<file path="config.mk">
export PLATFORM = sky130hd
export DESIGN_NAME = fotim_top
export DESIGN_NICKNAME = d
export VERILOG_FILES = /design/src/rtl/fotim_pkg.sv /design/src/rtl/fotim_decode.sv /design/src/rtl/fotim_sync.sv /design/src/rtl/fotim_top.sv
export VERILOG_INCLUDE_DIRS = /design/src /design/src/rtl
export SDC_FILE = /design/constraint.sdc
export NUM_CORES = 1
export LEC_CHECK = 0
export BUFFER_PORTS_ARGS = -buffer_cell sky130_fd_sc_hd__buf_2
export CAP_MARGIN = 20
export CORE_ASPECT_RATIO = 1.1
export CORE_MARGIN = 2
export CORE_UTILIZATION = 51
export CTS_CLUSTER_SIZE = 40
export DETAILED_ROUTE_END_ITERATION = 12
export HOLD_SLACK_MARGIN = 0.02
export PLACE_DENSITY = 0.8
export SYNTH_ARGS = -nofsm -noshare
export SYNTH_HDL_FRONTEND = slang
export SYNTH_HIERARCHICAL = 1
export SYNTH_SLANG_ARGS = --single-unit
</file>
<file path="constraint.sdc">
create_clock -name pclk -period 3 [get_ports pclk]
set_input_delay 0.45 -clock pclk [delete_from_list [all_inputs] [get_ports pclk]]
set_output_delay 0.45 -clock pclk [all_outputs]
set_load 0.1 [all_outputs]
</file>
<file path="src/rtl/fotim_map.svh">
`ifndef FOTIM_MAP_SVH
`define FOTIM_MAP_SVH

// ---------------------------------------------------------------
// Register byte offsets
// ---------------------------------------------------------------
`define FOTIM_OFF_SELECT 12'h000
`define FOTIM_OFF_CONTROL 12'h004
`define FOTIM_OFF_STATUS 12'h008
`define FOTIM_OFF_ACTIVE 12'h00C

// ---------------------------------------------------------------
// Field positions and values
// ---------------------------------------------------------------
`define FOTIM_SEL_RESET 16'h1881
`define FOTIM_SEL_MAX 16'hFFF1
`define FOTIM_CTRL_RESTART_BIT 0
`define FOTIM_ST_PERMIT_BIT 0
`define FOTIM_ST_PENDING_BIT 1
`define FOTIM_ST_CONTACT_LSB 8
`define FOTIM_ST_DIGIT_LSB 16
`define FOTIM_CONTACTS 6
`define FOTIM_ADDR_W 12

`endif

</file>
<file path="src/rtl/fotim_pkg.sv">
package fotim_pkg;

   // Meaning of the lowest digit of the selection setting
   typedef enum logic [1:0]
   {
      FOTIM_MODE_BLOCK = 2'b00,
      FOTIM_MODE_FREE = 2'b01,
      FOTIM_MODE_CLOSED = 2'b10,
      FOTIM_MODE_OPEN = 2'b11
   } fotim_mode_t;

   typedef logic [15:0] fotim_word_t;

endpackage : fotim_pkg

</file>
<file path="src/rtl/fotim_decode.sv">
`timescale 1ns/1ps
`include "fotim_map.svh"

module fotim_decode
(
   input wire logic [3:0] digit,
   input wire logic [`FOTIM_CONTACTS-1:0] contacts,
   output logic permit,
   output fotim_pkg::fotim_mode_t mode
);

   logic [2:0] index;

   // ---------------------------------------------------------------
   // Digit to contact and sense
   // ---------------------------------------------------------------
   always_comb
   begin
      index = 3'h0;
      mode = fotim_pkg::FOTIM_MODE_BLOCK;
      unique case (digit)
         4'h1, 4'h2, 4'h3, 4'h4, 4'h5, 4'h6:
         begin
            mode = fotim_pkg::FOTIM_MODE_CLOSED;
            index = 3'(digit - 4'h1);
         end
         4'hA, 4'hB, 4'hC, 4'hD, 4'hE, 4'hF:
         begin
            mode = fotim_pkg::FOTIM_MODE_OPEN;
            index = 3'(digit - 4'hA);
         end
         4'h8, 4'h9:
         begin
            mode = fotim_pkg::FOTIM_MODE_FREE;
         end
         default:
         begin
            mode = fotim_pkg::FOTIM_MODE_BLOCK;
         end
      endcase
   end

   always_comb
   begin
      unique case (mode)
         fotim_pkg::FOTIM_MODE_CLOSED: permit = contacts[index];
         fotim_pkg::FOTIM_MODE_OPEN: permit = ~contacts[index];
         fotim_pkg::FOTIM_MODE_FREE: permit = 1'b1;
         fotim_pkg::FOTIM_MODE_BLOCK: permit = 1'b0;
      endcase
   end

endmodule : fotim_decode

</file>
<file path="src/rtl/fotim_sync.sv">
`timescale 1ns/1ps
`include "fotim_map.svh"

module fotim_sync
(
   input wire logic pclk,
   input wire logic presetn,
   input wire logic [`FOTIM_CONTACTS-1:0] async_in,
   output logic [`FOTIM_CONTACTS-1:0] sync_out
);

   logic [`FOTIM_CONTACTS-1:0] meta_q;
   logic [`FOTIM_CONTACTS-1:0] meta_d;
   logic [`FOTIM_CONTACTS-1:0] sync_q;
   logic [`FOTIM_CONTACTS-1:0] sync_d;

   // ---------------------------------------------------------------
   // Two flip-flops per contact
   // ---------------------------------------------------------------
   genvar i;
   generate
      for (i = 0; i < `FOTIM_CONTACTS; i++)
      begin : g_bit
         always_comb
         begin
            meta_d[i] = async_in[i];
            sync_d[i] = meta_q[i];
         end

         always_ff @(posedge pclk or negedge presetn)
         begin
            if (!presetn)
            begin
               meta_q[i] <= 1'b0;
               sync_q[i] <= 1'b0;
            end
            else
            begin
               meta_q[i] <= meta_d[i];
               sync_q[i] <= sync_d[i];
            end
         end
      end
   endgenerate

   assign sync_out = sync_q;

endmodule : fotim_sync

</file>
<file path="src/rtl/fotim_top.sv">
// Implementation choices: the register addresses and the APB interface to the registers.
`timescale 1ns/1ps
`include "fotim_map.svh"

// Function
// - Forward travel is inhibited while the mapped contact is in its prohibiting state.
// - Sixteen-bit setting up to FFF1, default 1881, applied only at restart.
// - Digit B uses the second contact inverted; open permits forward run.
// - Digit C uses the third contact inverted; open permits forward run.
module fotim_top
(
   input wire logic pclk,
   input wire logic presetn,
   input wire logic psel,
   input wire logic penable,
   input wire logic pwrite,
   input wire logic [31:0] paddr,
   input wire logic [31:0] pwdata,
   input wire logic [3:0] pstrb,
   output logic [31:0] prdata,
   output logic pready,
   output logic pslverr,
   input wire logic [`FOTIM_CONTACTS-1:0] main_io_connector,
   output logic forward_overtravel_permit
);

   // ---------------------------------------------------------------
   // Declarations
   // ---------------------------------------------------------------
   fotim_pkg::fotim_word_t select_q;
   fotim_pkg::fotim_word_t select_d;
   fotim_pkg::fotim_word_t active_q;
   fotim_pkg::fotim_word_t active_d;
   logic [31:0] prdata_q;
   logic [31:0] prdata_d;
   logic err_q;
   logic err_d;
   logic permit_q;
   logic permit_d;
   logic restart_q;
   logic restart_d;
   logic [`FOTIM_CONTACTS-1:0] contacts;
   logic permit_raw;
   fotim_pkg::fotim_mode_t mode;
   logic setup;
   logic access;
   logic [`FOTIM_ADDR_W-1:0] addr;
   logic hit_select;
   logic hit_control;
   logic hit_status;
   logic hit_active;
   logic mapped;
   fotim_pkg::fotim_word_t wr_value;
   logic wr_in_range;
   logic wr_select;
   logic wr_restart;
   logic pending;
   logic [31:0] status_word;

   // ---------------------------------------------------------------
   // Contact synchroniser
   // ---------------------------------------------------------------
   fotim_sync u_sync
   (
      .pclk(pclk),
      .presetn(presetn),
      .async_in(main_io_connector),
      .sync_out(contacts)
   );

   // ---------------------------------------------------------------
   // Mapping decoder on the active setting
   // ---------------------------------------------------------------
   fotim_decode u_decode
   (
      .digit(active_q[3:0]),
      .contacts(contacts),
      .permit(permit_raw),
      .mode(mode)
   );

   // ---------------------------------------------------------------
   // Bus phase and address decode
   // ---------------------------------------------------------------
   always_comb
   begin
      setup = psel & ~penable;
      access = psel & penable;
      addr = paddr[`FOTIM_ADDR_W-1:0];
      hit_select = (addr == `FOTIM_OFF_SELECT);
      hit_control = (addr == `FOTIM_OFF_CONTROL);
      hit_status = (addr == `FOTIM_OFF_STATUS);
      hit_active = (addr == `FOTIM_OFF_ACTIVE);
      mapped = (paddr[31:`FOTIM_ADDR_W] == 20'h00000)
         & (hit_select | hit_control | hit_status | hit_active);
   end

   // ---------------------------------------------------------------
   // Write value with byte lanes
   // ---------------------------------------------------------------
   always_comb
   begin
      wr_value[7:0] = pstrb[0] ? pwdata[7:0] : select_q[7:0];
      wr_value[15:8] = pstrb[1] ? pwdata[15:8] : select_q[15:8];
      wr_in_range = (wr_value <= `FOTIM_SEL_MAX);
   end

   // ---------------------------------------------------------------
   // Setup-phase answer: error flag and read data
   // ---------------------------------------------------------------
   always_comb
   begin
      status_word = 32'h00000000;
      status_word[`FOTIM_ST_PERMIT_BIT] = permit_q;
      status_word[`FOTIM_ST_PENDING_BIT] = pending;
      status_word[`FOTIM_ST_CONTACT_LSB +: `FOTIM_CONTACTS] = contacts;
      status_word[`FOTIM_ST_DIGIT_LSB +: 2] = mode;
   end

   always_comb
   begin
      err_d = err_q;
      prdata_d = prdata_q;
      if (setup)
      begin
         err_d = ~mapped
            | (pwrite & hit_select & ~wr_in_range)
            | (pwrite & (hit_status | hit_active));
         prdata_d = 32'h00000000;
         if (!pwrite)
         begin
            if (hit_select)
            begin
               prdata_d = {16'h0000, select_q};
            end
            else if (hit_status)
            begin
               prdata_d = status_word;
            end
            else if (hit_active)
            begin
               prdata_d = {16'h0000, active_q};
            end
         end
      end
   end

   always_ff @(posedge pclk or negedge presetn)
   begin
      if (!presetn)
      begin
         err_q <= 1'b0;
         prdata_q <= 32'h00000000;
      end
      else
      begin
         err_q <= err_d;
         prdata_q <= prdata_d;
      end
   end

   assign pready = access;
   assign pslverr = access & err_q;
   assign prdata = prdata_q;

   // ---------------------------------------------------------------
   // Stored setting and restart latch
   // ---------------------------------------------------------------
   always_comb
   begin
      wr_select = access & pwrite & ~err_q & hit_select;
      wr_restart = access & pwrite & ~err_q & hit_control
         & pstrb[0] & pwdata[`FOTIM_CTRL_RESTART_BIT];
      pending = (select_q != active_q);
   end

   always_comb
   begin
      select_d = select_q;
      active_d = active_q;
      restart_d = wr_restart;
      if (wr_select)
      begin
         select_d = wr_value;
      end
      if (restart_q)
      begin
         active_d = select_q;
      end
   end

   always_ff @(posedge pclk or negedge presetn)
   begin
      if (!presetn)
      begin
         select_q <= `FOTIM_SEL_RESET;
         active_q <= `FOTIM_SEL_RESET;
         restart_q <= 1'b0;
      end
      else
      begin
         select_q <= select_d;
         active_q <= active_d;
         restart_q <= restart_d;
      end
   end

   // ---------------------------------------------------------------
   // Forward run qualifier
   // ---------------------------------------------------------------
   always_comb
   begin
      permit_d = permit_raw;
   end

   always_ff @(posedge pclk or negedge presetn)
   begin
      if (!presetn)
      begin
         permit_q <= 1'b0;
      end
      else
      begin
         permit_q <= permit_d;
      end
   end

   assign forward_overtravel_permit = permit_q;

endmodule : fotim_top

</file>
# Yosys cells after proc, flatten, opt, wreduce, memory -nomap -nowiden
# Cells that the tools add are included.
# totals
rom_bits	0
out_inout_bits	35
mem_bits_rw	0
elab_cells	84
inputBits	79
latch_bits	0
register_bits	79
memories	0
# op_classes
muxes	11
n_bitwise	24
n_reduce_logical	6
n_shift	0
addsub	2
div_mod_pow	0
eq_ne	21
mul	0
magnitude_cmp	2
# ops
cell	count
$mux 18	3
$eq 4x4->1 const B	8
$eq 12x4->1 const B	2
$logic_not 20->1	1
$le 16x16->1 const B	1
$mux 16	1
$mux 8	2
$ne 16x16->1	1
$and 1x1->1	13
$eq 12x3->1 const B	1
$eq 4x3->1 const B	3
$logic_not 12->1	1
$reduce_or 6->1	2
$eq 4x2->1 const B	2
$or 1x1->1	6
$pmux 2 s3	1
$pmux 3 s2	1
$not 1->1	5
$eq 2x2->1 const B	2
$eq 4x1->1 const B	1
$lt 3x4->1 const B	1
$pmux 1 s4	1
$bmux 1 s3	1
$sub 3x1->3 const B	1
other kinds (5)	5

# Logic depth before layout (Yosys ltp)
# Gate-level depths: netlist of run 1.
# depth
depth_word	8
ltp_mapped	8
ltp_nobuf	8

# Modules after synthesis
# Netlist of run 1, hierarchy kept.
# modules_own_cells
module	cells_each	area_per_inst_um2	seq_area_each_um2	instances
fotim_top	259	2801.4	1336.3	1
fotim_decode	39	327.8	0.0	1
fotim_sync	12	300.3	300.3	1

# Worst setup path before layout of run 1
# Ideal clock, no wire load.
# synth_path
path_kind	input-to-reg
startpoint	in penable
endpoint	reg select_q[10]
path_slack_ns	0.722
arrival_ns	2.150
stages	5
path_cell_list	and2_1 -> nand4b_1 -> or3_1 -> buf_2 -> mux2_1
# synth_between
elab_chain_len	4
# synth_rtl
item	line	rtl
start: declaration	fotim_top.sv:15	input wire logic penable,
$and 1x1->1	fotim_top.sv:88	access = psel & penable;
$and 1x1->1 (3 in a row)	fotim_top.sv:171	wr_select = access & pwrite & ~err_q & hit_select;
end signal: assignment	fotim_top.sv:196	select_q <= `FOTIM_SEL_RESET;
end signal: assignment	fotim_top.sv:202	select_q <= select_d;
end: declaration	fotim_top.sv:30	fotim_pkg::fotim_word_t select_q;
# Every way passes these cells.
# A chain may end at the register's enable or synchronous reset.

# Final worst setup path of run 1
# layout_path
startpoint	reg active_q[0]
endpoint	reg permit_q, in the netlist forward_overtravel_permit
# layout_between
elab_chain_len	7
# layout_rtl
item	line	rtl
start: declaration	fotim_top.sv:32	fotim_pkg::fotim_word_t active_q;
start signal: assignment	fotim_top.sv:197	active_q <= `FOTIM_SEL_RESET;
start signal: assignment	fotim_top.sv:203	active_q <= active_d;
$eq 4x4->1, or another cell as far along	fotim_decode.sv:21	unique case (digit)
$reduce_or 6->1	fotim_decode.sv:21	
$pmux 3 s2	fotim_decode.sv:21	
$bmux 1 s3	fotim_decode.sv:46, fotim_decode.sv:47	
$mux 1 (not written as such)	fotim_decode.sv:46, fotim_decode.sv:47	
$not 1->1	fotim_decode.sv:47	fotim_pkg::FOTIM_MODE_OPEN: permit = ~contacts[index];
$pmux 1 s4 *	fotim_decode.sv:45	unique case (mode)
via permit_d	fotim_top.sv:39	logic permit_d;
end signal: assignment	fotim_top.sv:224	permit_q <= permit_d;
end: declaration	fotim_top.sv:38	logic permit_q;
# Mark *: on every way through the listed nets, which the timed path passes. The rest lies on a longest branch. The select of a mux whose other input is x is not followed.

==> results by group, run 1 <==
Run status
  – Outcome: completed

Cells and area
  – Syn-to-layout area delta: 18.6%
  – Layout cells sized above 1: 36.8%
  – Final nets: 477
  – Diodes inserted: 0
  – Most common cell after layout, fill and taps aside: buf_2
  – Leading cell types in the layout, fill and taps excluded: buf_2 (81), dfrtp_1 (57), nand2_1 (36)
  – Design area: 4070 µm²

Worst setup path
  – Critical-path maximum fanout: 8
  – Worst Setup Start Kind: flop
  – Critical path capture point type: flop
  – Crit path DAT: 2.76 ns
  – Crit Path Class: reg -> reg
  – Data required time of the worst path: 3.22 ns

Yosys
  – Post-synthesis compound-gate area fraction: 12.3%
  – Post-synth EDFFs: 0
  – Seq/Total Area, Yosys: 47.7%
  – Simple-gate share of the synthesized area: 15.7%
  – Syn Inst Count: 310
  – Fraction of registers with async set or reset after synthesis: 100%
  – Most common flop cell mapped by yosys: dfrtp_1
  – Multiplexer area fraction after synthesis: 12.0%
  – Flops & latches, synth: 65
  – Post-synthesis xor/xnor area fraction: 4.60%
  – Largest family of logic cells by synthesized area: simple AND/OR/NAND/NOR gates
  – Syn_area_per_cell: 11.1 µm²
  – Synth Area in Adders: 2.19%
  – Synthesis Warnings: 6
  – Mapped cell area: 3430 µm²
  – Cell variety after synth: 58

Pwr
  – Max VDD drop: 0.000374 V
  – Clock power share: 43.6%
  – Combinational fraction of design power: 10.3%
  – Sw Share: 26.3%
  – Seq pwr share: 46.1%
  – Pwr dens: 474 nW/µm²
  – Static Leak: 1.94 nW
  – Switching Power: 0.508 mW
  – P_int: 1.42 mW

STA
  – Fin. Hold Viols: 0
  – Fin crit share: 84.3%
  – Final setup vio count: 0
  – Max-slew violation count: 0
  – Slew HR: 45.7%
  – RSZ-0062 raised after global routing: no
  – Setup TNS: 0 ns
  – Max Clock Skew: 0.00894 ns
  – Min Clock Period, post-route: 2.53 ns
  – Fmax: 0.395 GHz
  – Slew @ Worst Pin: 0.815 ns

Min path
  – HP Class: in -> async

Clock network
  – Post-CTS Resized: 0
  – Worst-path clk slew: 0.08 ns
  – H-tree levels: 3
  – Postcts setup bufs: 0
  – Worst-skew pair later-pin latency: 0.35 ns
  – Clock sink total: 65
  – TritonCTS clock tree: done
  – Post-CTS Hold Buffers: 0
  – Clock Root Buffer: clkbuf_8
  – CTS Buf Count: 9
  – Clock buffer depth: 2

Detailed routing
  – Total number of vias: 2713
  – Antenna Nets Post-Route: 0
  – DR iter-0 viols: 218
  – Drt via density: 5.66
  – # DRC: 0
  – 1st-pass router iterations: 4
  – Wirelength per Cell: 16.5 µm
  – Drt total wl: 7900 µm

Floorplanning
  – DIE HEIGHT: 90.0 µm
  – Starting Density: 52.3%
  – Floorplan row count: 31
  – Core Footprint: 6560 µm²
  – Ports: 114
  – Die ar.: 7400 µm²
  – Die Wd: 82.2 µm

Global routing
  – First-pass GRT wire length: 12800 µm
  – Initial antenna violation count: 0
  – Vias in the first global route: 2743
  – Global route overflow: 0
  – All-Layer GR Usage: 23.0%
  – Pin count of the biggest net entering global routing: 38

Placement
  – IO Port Bufs: 81
  – DP HPWL: 5890 µm
  – RePlAce Congestion: 0.854
  – Placed inst area: 3840 µm²

Run
  – Max_cap viols: 0
-- cells in the mapped netlist, types with 2 or more instances --
library cell / count / area (µm²)
or3_1: 3 / 18.8
a32oi_1: 2 / 17.5
xnor2_1: 12 / 105
and2_1: 2 / 12.5
dfrtp_1: 57 / 1430
a32o_1: 2 / 20.0
o21ai_0: 12 / 60.1
mux2_1: 8 / 90.1
nor4_4: 2 / 42.5
nor2b_1: 3 / 18.8
nand2_1: 36 / 135
buf_4: 14 / 105
dfstp_2: 8 / 210
nand3b_1: 3 / 22.5
o31ai_1: 6 / 45.0
clkbuf_1: 9 / 33.8
nor3_1: 5 / 25.0
mux2_2: 25 / 282
nand3_1: 4 / 20.0
nand4_1: 8 / 50.1
o21ai_1: 9 / 45.0
inv_1: 4 / 15.0
ha_1: 6 / 75.1
o31ai_2: 2 / 25.0
nor2_2: 2 / 12.5
a22oi_1: 8 / 60.1
mux2i_1: 4 / 40.0
nor4_1: 6 / 37.5
xor2_1: 6 / 52.6
nor2_1: 11 / 41.3
o211ai_1: 2 / 15.0
nand2b_1: 3 / 18.8
-- registers in the layout, indices dropped and copies added (netlist names) --
name / cells
u_sync/meta_q: 6
err_q: 1
select_q: 16
prdata: 18
restart_q: 1
u_sync/sync_out: 6
forward_overtravel_permit: 1
active_q: 16
-- power by group through the flow --
stage | logic (mW) | registers [mW] | clock network [mW]
2_1_floorplan | 0.135 | 0.904 | 0
3_3_place_gp | 0.199 | 0.905 | 0
3_5_place_dp | 0.201 | 0.905 | 0
4_1_cts | 0.202 | 0.889 | 0.852
5_1_grt | 0.216 | 0.889 | 0.897
6_report | 0.200 | 0.889 | 0.840
-- area by class of cell --
type	instances	area (µm²)
inverters	4	15.0
clock buffers	10	138
flip-flops and latches	65	1640
well taps	82	103
fillers	554	2490
clock inverters	6	91.3
multi-input cells	228	1660
repair buffers	84	428
-- critical path, cell delays in order (launching register included) --
cell and delay, ns:
dfstp_2 0.62, inv_1 0.15, ha_1 0.27, or3_4 0.42, a22oi_2 0.25, o22ai_1 0.17
mux2i_1 0.25, o221ai_2 0.14, xor2_1 0.15
-- stage by stage --
stage / instances / power (mW) / utilization (%) / hold WS [ns] / setup WS (ns)
after floorplan: 323 / 1.04 / - / 0.154 / 0.722
after global placement: 463 / 1.10 / 58.6 / 0.333 / 0.564
after detailed placement: 463 / 1.11 / 58.6 / 0.335 / 0.506
after CTS: 479 / 1.94 / 62.1 / 0.199 / 0.494
after global routing: 479 / 2.00 / 62.1 / 0.190 / 0.348
final: 479 / 1.93 / 62.1 / 0.200 / 0.470
-- cells by family after synthesis --
family / after synthesis
DFF: 65
xor gates and xnor gates: 18
adders and majority gates: 6
AOI/OAI and AO/OA: 56
muxes: 37
buffers and inverters: 30
and+or+nand+nor: 97
other: 1
-- routing by layer --
metal | track usage [%] | routed length, µm
met1 | 27.1 | 3130
met3 | 7.13 | 580
met2 | 38.2 | 4030
met4 | 9.31 | 161
met5 | 0 | 0
-- final timing paths --
kind | slack, ns | end | from | cells after the start
min | 0.20 | select_q[4]$_DFFE_PN0P_ | presetn | 1
max reg2reg | 0.47 | forward_overtravel_permit$_DFF_PN0_ | active_q[0]$_DFFE_PN1P_ | 8
min reg2reg | 0.35 | u_sync/sync_out[3]$_DFF_PN0_ | u_sync/meta_q[3]$_DFF_PN0_ | 0
max in group asynchronous | 2.02 | active_q[11]$_DFFE_PN1P_ | presetn | 2
min in group pclk | 0.21 | u_sync/meta_q[1]$_DFF_PN0_ | main_io_connector[1] | 1
max | 0.47 | forward_overtravel_permit$_DFF_PN0_ | active_q[0]$_DFFE_PN1P_ | 8
Power figures use the tool's default switching activity.
==> inputs of run 2 (changes only) <==
Settings changed: CORE_UTILIZATION 51 to 46, PLACE_DENSITY 0.8 to 0.76.
Clock period 3 ns to 2.31 ns, I/O delays scaled along.
==> run 2 against run 1 <==
Effect of this change: die area increased by 10%; via count is 1.9% higher; first-iteration DRC count fell by 16%; critical endpoint unchanged; global-route usage fell by 1.6 points; routed wire length rose by 3.4%; utilization down 5.7 points; worst hold slack worse by 0.094 ns; largest power group unchanged; combinational power up 30%; sequential power increased by 29%; worst setup slack worse by 0.41 ns; highest routed layer unchanged.
==> results by group, run 2 (synthesis results as in run 1) <==
Cells and area
  – Post-Layout Cell Count: 491
  – Post-Route Utilization: 56.4%
  – Max FFs per register: 18
  – Leading cell types in the layout, fill and taps excluded: buf_2 (81), dfrtp_1 (56), nand2_1 (36)
  – Final nets: 484
  – Diodes inserted: 0
  – Most common cell after layout, fill and taps aside: buf_2
  – # fillers: 636
  – Syn-to-layout area delta: 20.8%
  – Layout cells sized above 1: 39.1%

Clock network
  – Clock sink total: 65
  – H-tree levels: 3
  – Worst-path clk slew: 0.07 ns
  – CTS Buf Count: 9
  – Worst-skew pair later-pin latency: 0.35 ns
  – TritonCTS clock tree: done
  – Clock Root Buffer: clkbuf_8
  – Clock buffer depth: 2

Global routing
  – All-Layer GR Usage: 21.4%
  – Global route overflow: 0
  – Vias in the first global route: 2729
  – Pin count of the biggest net entering global routing: 51
  – First-pass GRT wire length: 13200 µm
  – Initial antenna violation count: 0

Worst setup path
  – R2r startpoint: active_q[0]$_DFFE_PN1P_
  – Critical-path maximum fanout: 3
  – R2R Setup Slk: 0.06 ns
  – Crit path DAT: 2.47 ns
  – Reg2reg path depth: 8
  – Worst R2R End: forward_overtravel_permit$_DFF_PN0_
  – Critical path capture point type: flop
  – Data required time of the worst path: 2.53 ns
  – Crit Path Class: reg -> reg
  – Worst Setup Start Kind: flop

Floorplanning
  – Die ar.: 8160 µm²
  – Floorplan row count: 33
  – DIE HEIGHT: 94.6 µm
  – Core Footprint: 7350 µm²
  – Die Wd: 86.3 µm
  – Starting Density: 46.7%
  – Ports: 114

Min path
  – Hold path depth: 1
  – WHS Endpoint: u_sync/meta_q[3]$_DFF_PN0_
  – HP Class: in -> reg
  – Min-delay src: main_io_connector[3]

STA
  – Max-slew violation count: 0
  – Fmax: 0.444 GHz
  – Max Clock Skew: 0.00848 ns
  – Fin. Hold Viols: 0
  – Fin crit share: 97.5%
  – Slew @ Worst Pin: 0.718 ns
  – Worst hold slack: 0.106 ns
  – Min Clock Period, post-route: 2.25 ns
  – Final setup vio count: 0
  – Slew HR: 52.1%

Detailed routing
  – Antenna Nets Post-Route: 0
  – 1st-pass router iterations: 4
  – Drt total wl: 8170 µm
  – # DRC: 0
  – DR iter-0 viols: 184
  – Drt via density: 5.63
  – Wirelength per Cell: 16.6 µm
  – Total number of vias: 2764

Pwr
  – Pwr dens: 574 nW/µm²
  – Max VDD drop: 0.000344 V
  – Static Leak: 1.97 nW

Placement
  – IO Port Bufs: 81
  – Dpl cells: 474
  – RePlAce Congestion: 0.846
  – DP HPWL: 5910 µm

Run
  – Max_cap viols: 0

Run status
  – Outcome: completed
## run 2: timing repair
action / 4_1_cts / 5_1_grt
buffers inserted: 0 / 0
resized for setup: 0 / 7
setup endpoints to repair: 0 / 1
endpoints found under the hold margin: 14 / 0
hold buffers: 1 / 0
## run 2: layout make-up
class	instances	area, µm²	share of cell area, %
clock inverters	5	55.1	1.33
repair buffers	91	495	12.0
clock buffers	11	141	3.41
multi-input cells	228	1690	40.8
well taps	87	109	2.63
flip-flops and latches	65	1640	39.5
inverters	4	15.0	0.363
## run 2: how the worst max path moves through the flow
stage	endpoint	cells after the start	from	slack, ns
global placement	forward_overtravel_permit$_DFF_PN0_	8	active_q[0]$_DFFE_PN1P_	0.10
global route	forward_overtravel_permit$_DFF_PN0_	8	active_q[0]$_DFFE_PN1P_	-0.002
CTS	forward_overtravel_permit$_DFF_PN0_	8	active_q[0]$_DFFE_PN1P_	0.03
finish	forward_overtravel_permit$_DFF_PN0_	8	active_q[0]$_DFFE_PN1P_	0.06
detailed placement	forward_overtravel_permit$_DFF_PN0_	8	active_q[0]$_DFFE_PN1P_	0.06
floorplan	forward_overtravel_permit$_DFF_PN0_	8	active_q[0]$_DFFE_PN1P_	0.05
## run 2: through the flow
stage                     setup WS [ns]  total power [mW]  area, µm²  TNS [ns]
after global placement            0.103              1.43       3900         0
after detailed placement         0.0620              1.43       3900         0
after floorplan                  0.0486              1.35       3480         0
final                            0.0580              2.38       4140         0
after global routing           -0.00203              2.48       4140  -0.00203
after CTS                        0.0253              2.40       4110         0
## run 2: worst max-delay path, cell delays in order, from the launching register on
cell,delay [ns]
dfstp_2,0.53
inv_1,0.07
ha_2,0.21
or3_4,0.42
a22oi_2,0.27
o22ai_2,0.12
mux2i_1,0.21
o221ai_2,0.13
xor2_1,0.16
## run 2: where the power goes
part	total, mW	switching [mW]	internal [mW]
combinational	0.261	0.200	0.0615
clock	0.962	0.438	0.524
sequential	1.15	0.00461	1.15
## run 2: per-layer routing
metal / vias up / track usage, % / wire [µm]
met5: - / 0 / 0
met4: 0 / 8.72 / 112
met3: 10 / 5.86 / 667
met2: 132 / 35.7 / 3970
met1: 1351 / 26.3 / 3420
li1: 1271 / - / -
==> inputs of run 3 (changes only) <==
Settings changed: CORE_UTILIZATION 46 to 30, PLACE_DENSITY 0.76 to 0.53.
==> run 3 against run 2 <==
Effect of this change: utilization down 17 points; clock power up 40%; combinational power up 2%; critical path depth unchanged; sequential share of layout area down 1.9 points; highest routed layer unchanged; global-route usage down 6.1 points; design area up 4.9%; non-clock buffer count up 2; cell count up 13%; routed wire length up 9.7%.
==> results by group, run 3 (synthesis results as in run 1) <==
Floorplanning
  – DIE HEIGHT: 116 µm
  – Starting Density: 31.1%
  – Floorplan row count: 40
  – Core Footprint: 11000 µm²
  – Die Wd: 106 µm
  – Ports: 114
  – Die ar.: 12300 µm²

Global routing
  – Pin count of the biggest net entering global routing: 27
  – First-pass GRT wire length: 14100 µm
  – All-Layer GR Usage: 15.3%
  – Vias in the first global route: 2768
  – Global route overflow: 0
  – Initial antenna violation count: 0

Placement
  – DP HPWL: 6780 µm
  – Placed inst area: 4000 µm²
  – Worst slack at placement: 0.0454 ns
  – IO Port Bufs: 81
  – RePlAce Congestion: 0.742
  – Dpl cells: 537

Worst setup path
  – Critical-path top delay cell: or3_4
  – R2R Setup Slk: 0.08 ns
  – Critical path's largest stage delay: 0.42 ns
  – Critical path capture point type: flop
  – Critical-path maximum fanout: 7
  – Critical-path cell list: buf_4 > ha_1 > or3_4 > a32oi_2 > o21ai_1 > nand3b_1 > o221ai_2 > xor2_1
  – Crit Path Class: reg -> reg
  – Crit path DAT: 2.47 ns
  – Worst Setup Start Kind: flop
  – Data required time of the worst path: 2.56 ns

Clock network
  – Clock Root Buffer: clkbuf_16
  – Clock buffer depth: 2
  – Clock sink total: 65
  – Worst-path clk slew: 0.05 ns
  – Worst-skew pair later-pin latency: 0.33 ns
  – TritonCTS clock tree: done
  – CTS Buf Count: 9
  – Post-CTS Hold Buffers: 0
  – H-tree levels: 3

STA
  – Final Worst Setup Slack: 0.0841 ns
  – Final setup vio count: 0
  – Slew HR: 51.2%
  – Min Clock Period, post-route: 2.23 ns
  – Max-slew violation count: 0
  – Max Clock Skew: 0.00411 ns
  – Fin crit share: 96.4%
  – Slew @ Worst Pin: 0.732 ns
  – Fin. Hold Viols: 0
  – Fmax: 0.449 GHz
  – Setup TNS: 0 ns

Detailed routing
  – DR iter-0 viols: 140
  – Drt total wl: 8970 µm
  – Antenna Nets Post-Route: 0
  – 1st-pass router iterations: 4
  – Drt via density: 4.90
  – Wirelength per Cell: 16.2 µm
  – Total number of vias: 2710
  – # DRC: 0

Cells and area
  – Layout cells sized above 1: 39.9%
  – Most common cell after layout, fill and taps aside: buf_2
  – Final nets: 486
  – Post-Layout Cell Count: 553
  – Diodes inserted: 0
  – Leading cell types in the layout, fill and taps excluded: buf_2 (81), dfrtp_1 (56), nand2_1 (36)
  – Design area: 4350 µm²
  – Syn-to-layout area delta: 26.7%
  – Max FFs per register: 18
  – Post-Route Utilization: 39.5%
  – # fillers: 1099

Min path
  – HP Class: in -> async

Pwr
  – Pwr dens: 637 nW/µm²
  – Static Leak: 2.03 nW
  – Max VDD drop: 0.000371 V

Run status
  – Outcome: completed

Run
  – Max_cap viols: 0
[run 3: per-stage QoR]
stage / hold WS (ns) / power, mW
after floorplan: 0.0509 / 1.35
after global placement: 0.333 / 1.44
after detailed placement: 0.335 / 1.45
after CTS: 0.0686 / 2.80
after global routing: 0.102 / 2.88
final: 0.0625 / 2.77
[run 3: worst paths after layout]
| check | startpoint | endpoint | cells past startpoint |
|---|---|---|---|
| worst max-delay path | active_q[0]$_DFFE_PN1P_ | forward_overtravel_permit$_DFF_PN0_ | 8 |
| worst min-delay path | presetn | prdata[7]$_DFFE_PN0P_ | 1 |
| worst max register to register | active_q[0]$_DFFE_PN1P_ | forward_overtravel_permit$_DFF_PN0_ | 8 |
| worst min register to register | u_sync/meta_q[4]$_DFF_PN0_ | u_sync/sync_out[4]$_DFF_PN0_ | 0 |
| max in group asynchronous | presetn | select_q[3]$_DFFE_PN0P_ | 2 |
| min in group pclk | main_io_connector[4] | u_sync/meta_q[4]$_DFF_PN0_ | 1 |
[run 3: repair_timing]
action / in CTS / in global routing
setup buffers: 0 / 0
resized for setup: 0 / 10
endpoints found under the setup margin: 0 / 1
hold endpoints to repair: 0 / 0
[run 3: where the power goes]
part | switching, mW | internal, mW | total [mW]
combinational | 0.204 | 0.0625 | 0.266
sequential | 0.00539 | 1.15 | 1.16
clock | 0.486 | 0.860 | 1.35
total | 0.696 | 2.07 | 2.77
[run 3: worst max-delay path, delay by kind of cell, from the launching register on]
kind	cells	cell delay, ns
buffers and inverters	1	0.15
XOR/XNOR	1	0.17
flip-flops	1	0.37
AO/OA/AOI/OAI	3	0.59
AND/OR/NAND/NOR	2	0.63
adder cells (fa/ha/maj)	1	0.24
[run 3: cell type report]
cell class / instances / area, µm² / area share, %
Clock buffer: 11 / 243 / 5.59
Timing Repair Buffer: 93 / 512 / 11.8
Clock inverter: 5 / 55.1 / 1.27
Multi-Input combinational cell: 228 / 1700 / 39.1
Inverter: 4 / 15.0 / 0.346
Tap cell: 147 / 184 / 4.23
Sequential cell: 65 / 1640 / 37.7
[run 3: layer usage]
metal | vias up | wire length, µm | track usage [%] | share of wire [%]
met5 | - | 0 | 0 | 0
met4 | 0 | 144 | 5.18 | 1.6
met3 | 10 | 614 | 4.30 | 6.8
met2 | 109 | 4310 | 26.4 | 48
met1 | 1317 | 3890 | 18.7 | 43
li1 | 1274 | - | - | -
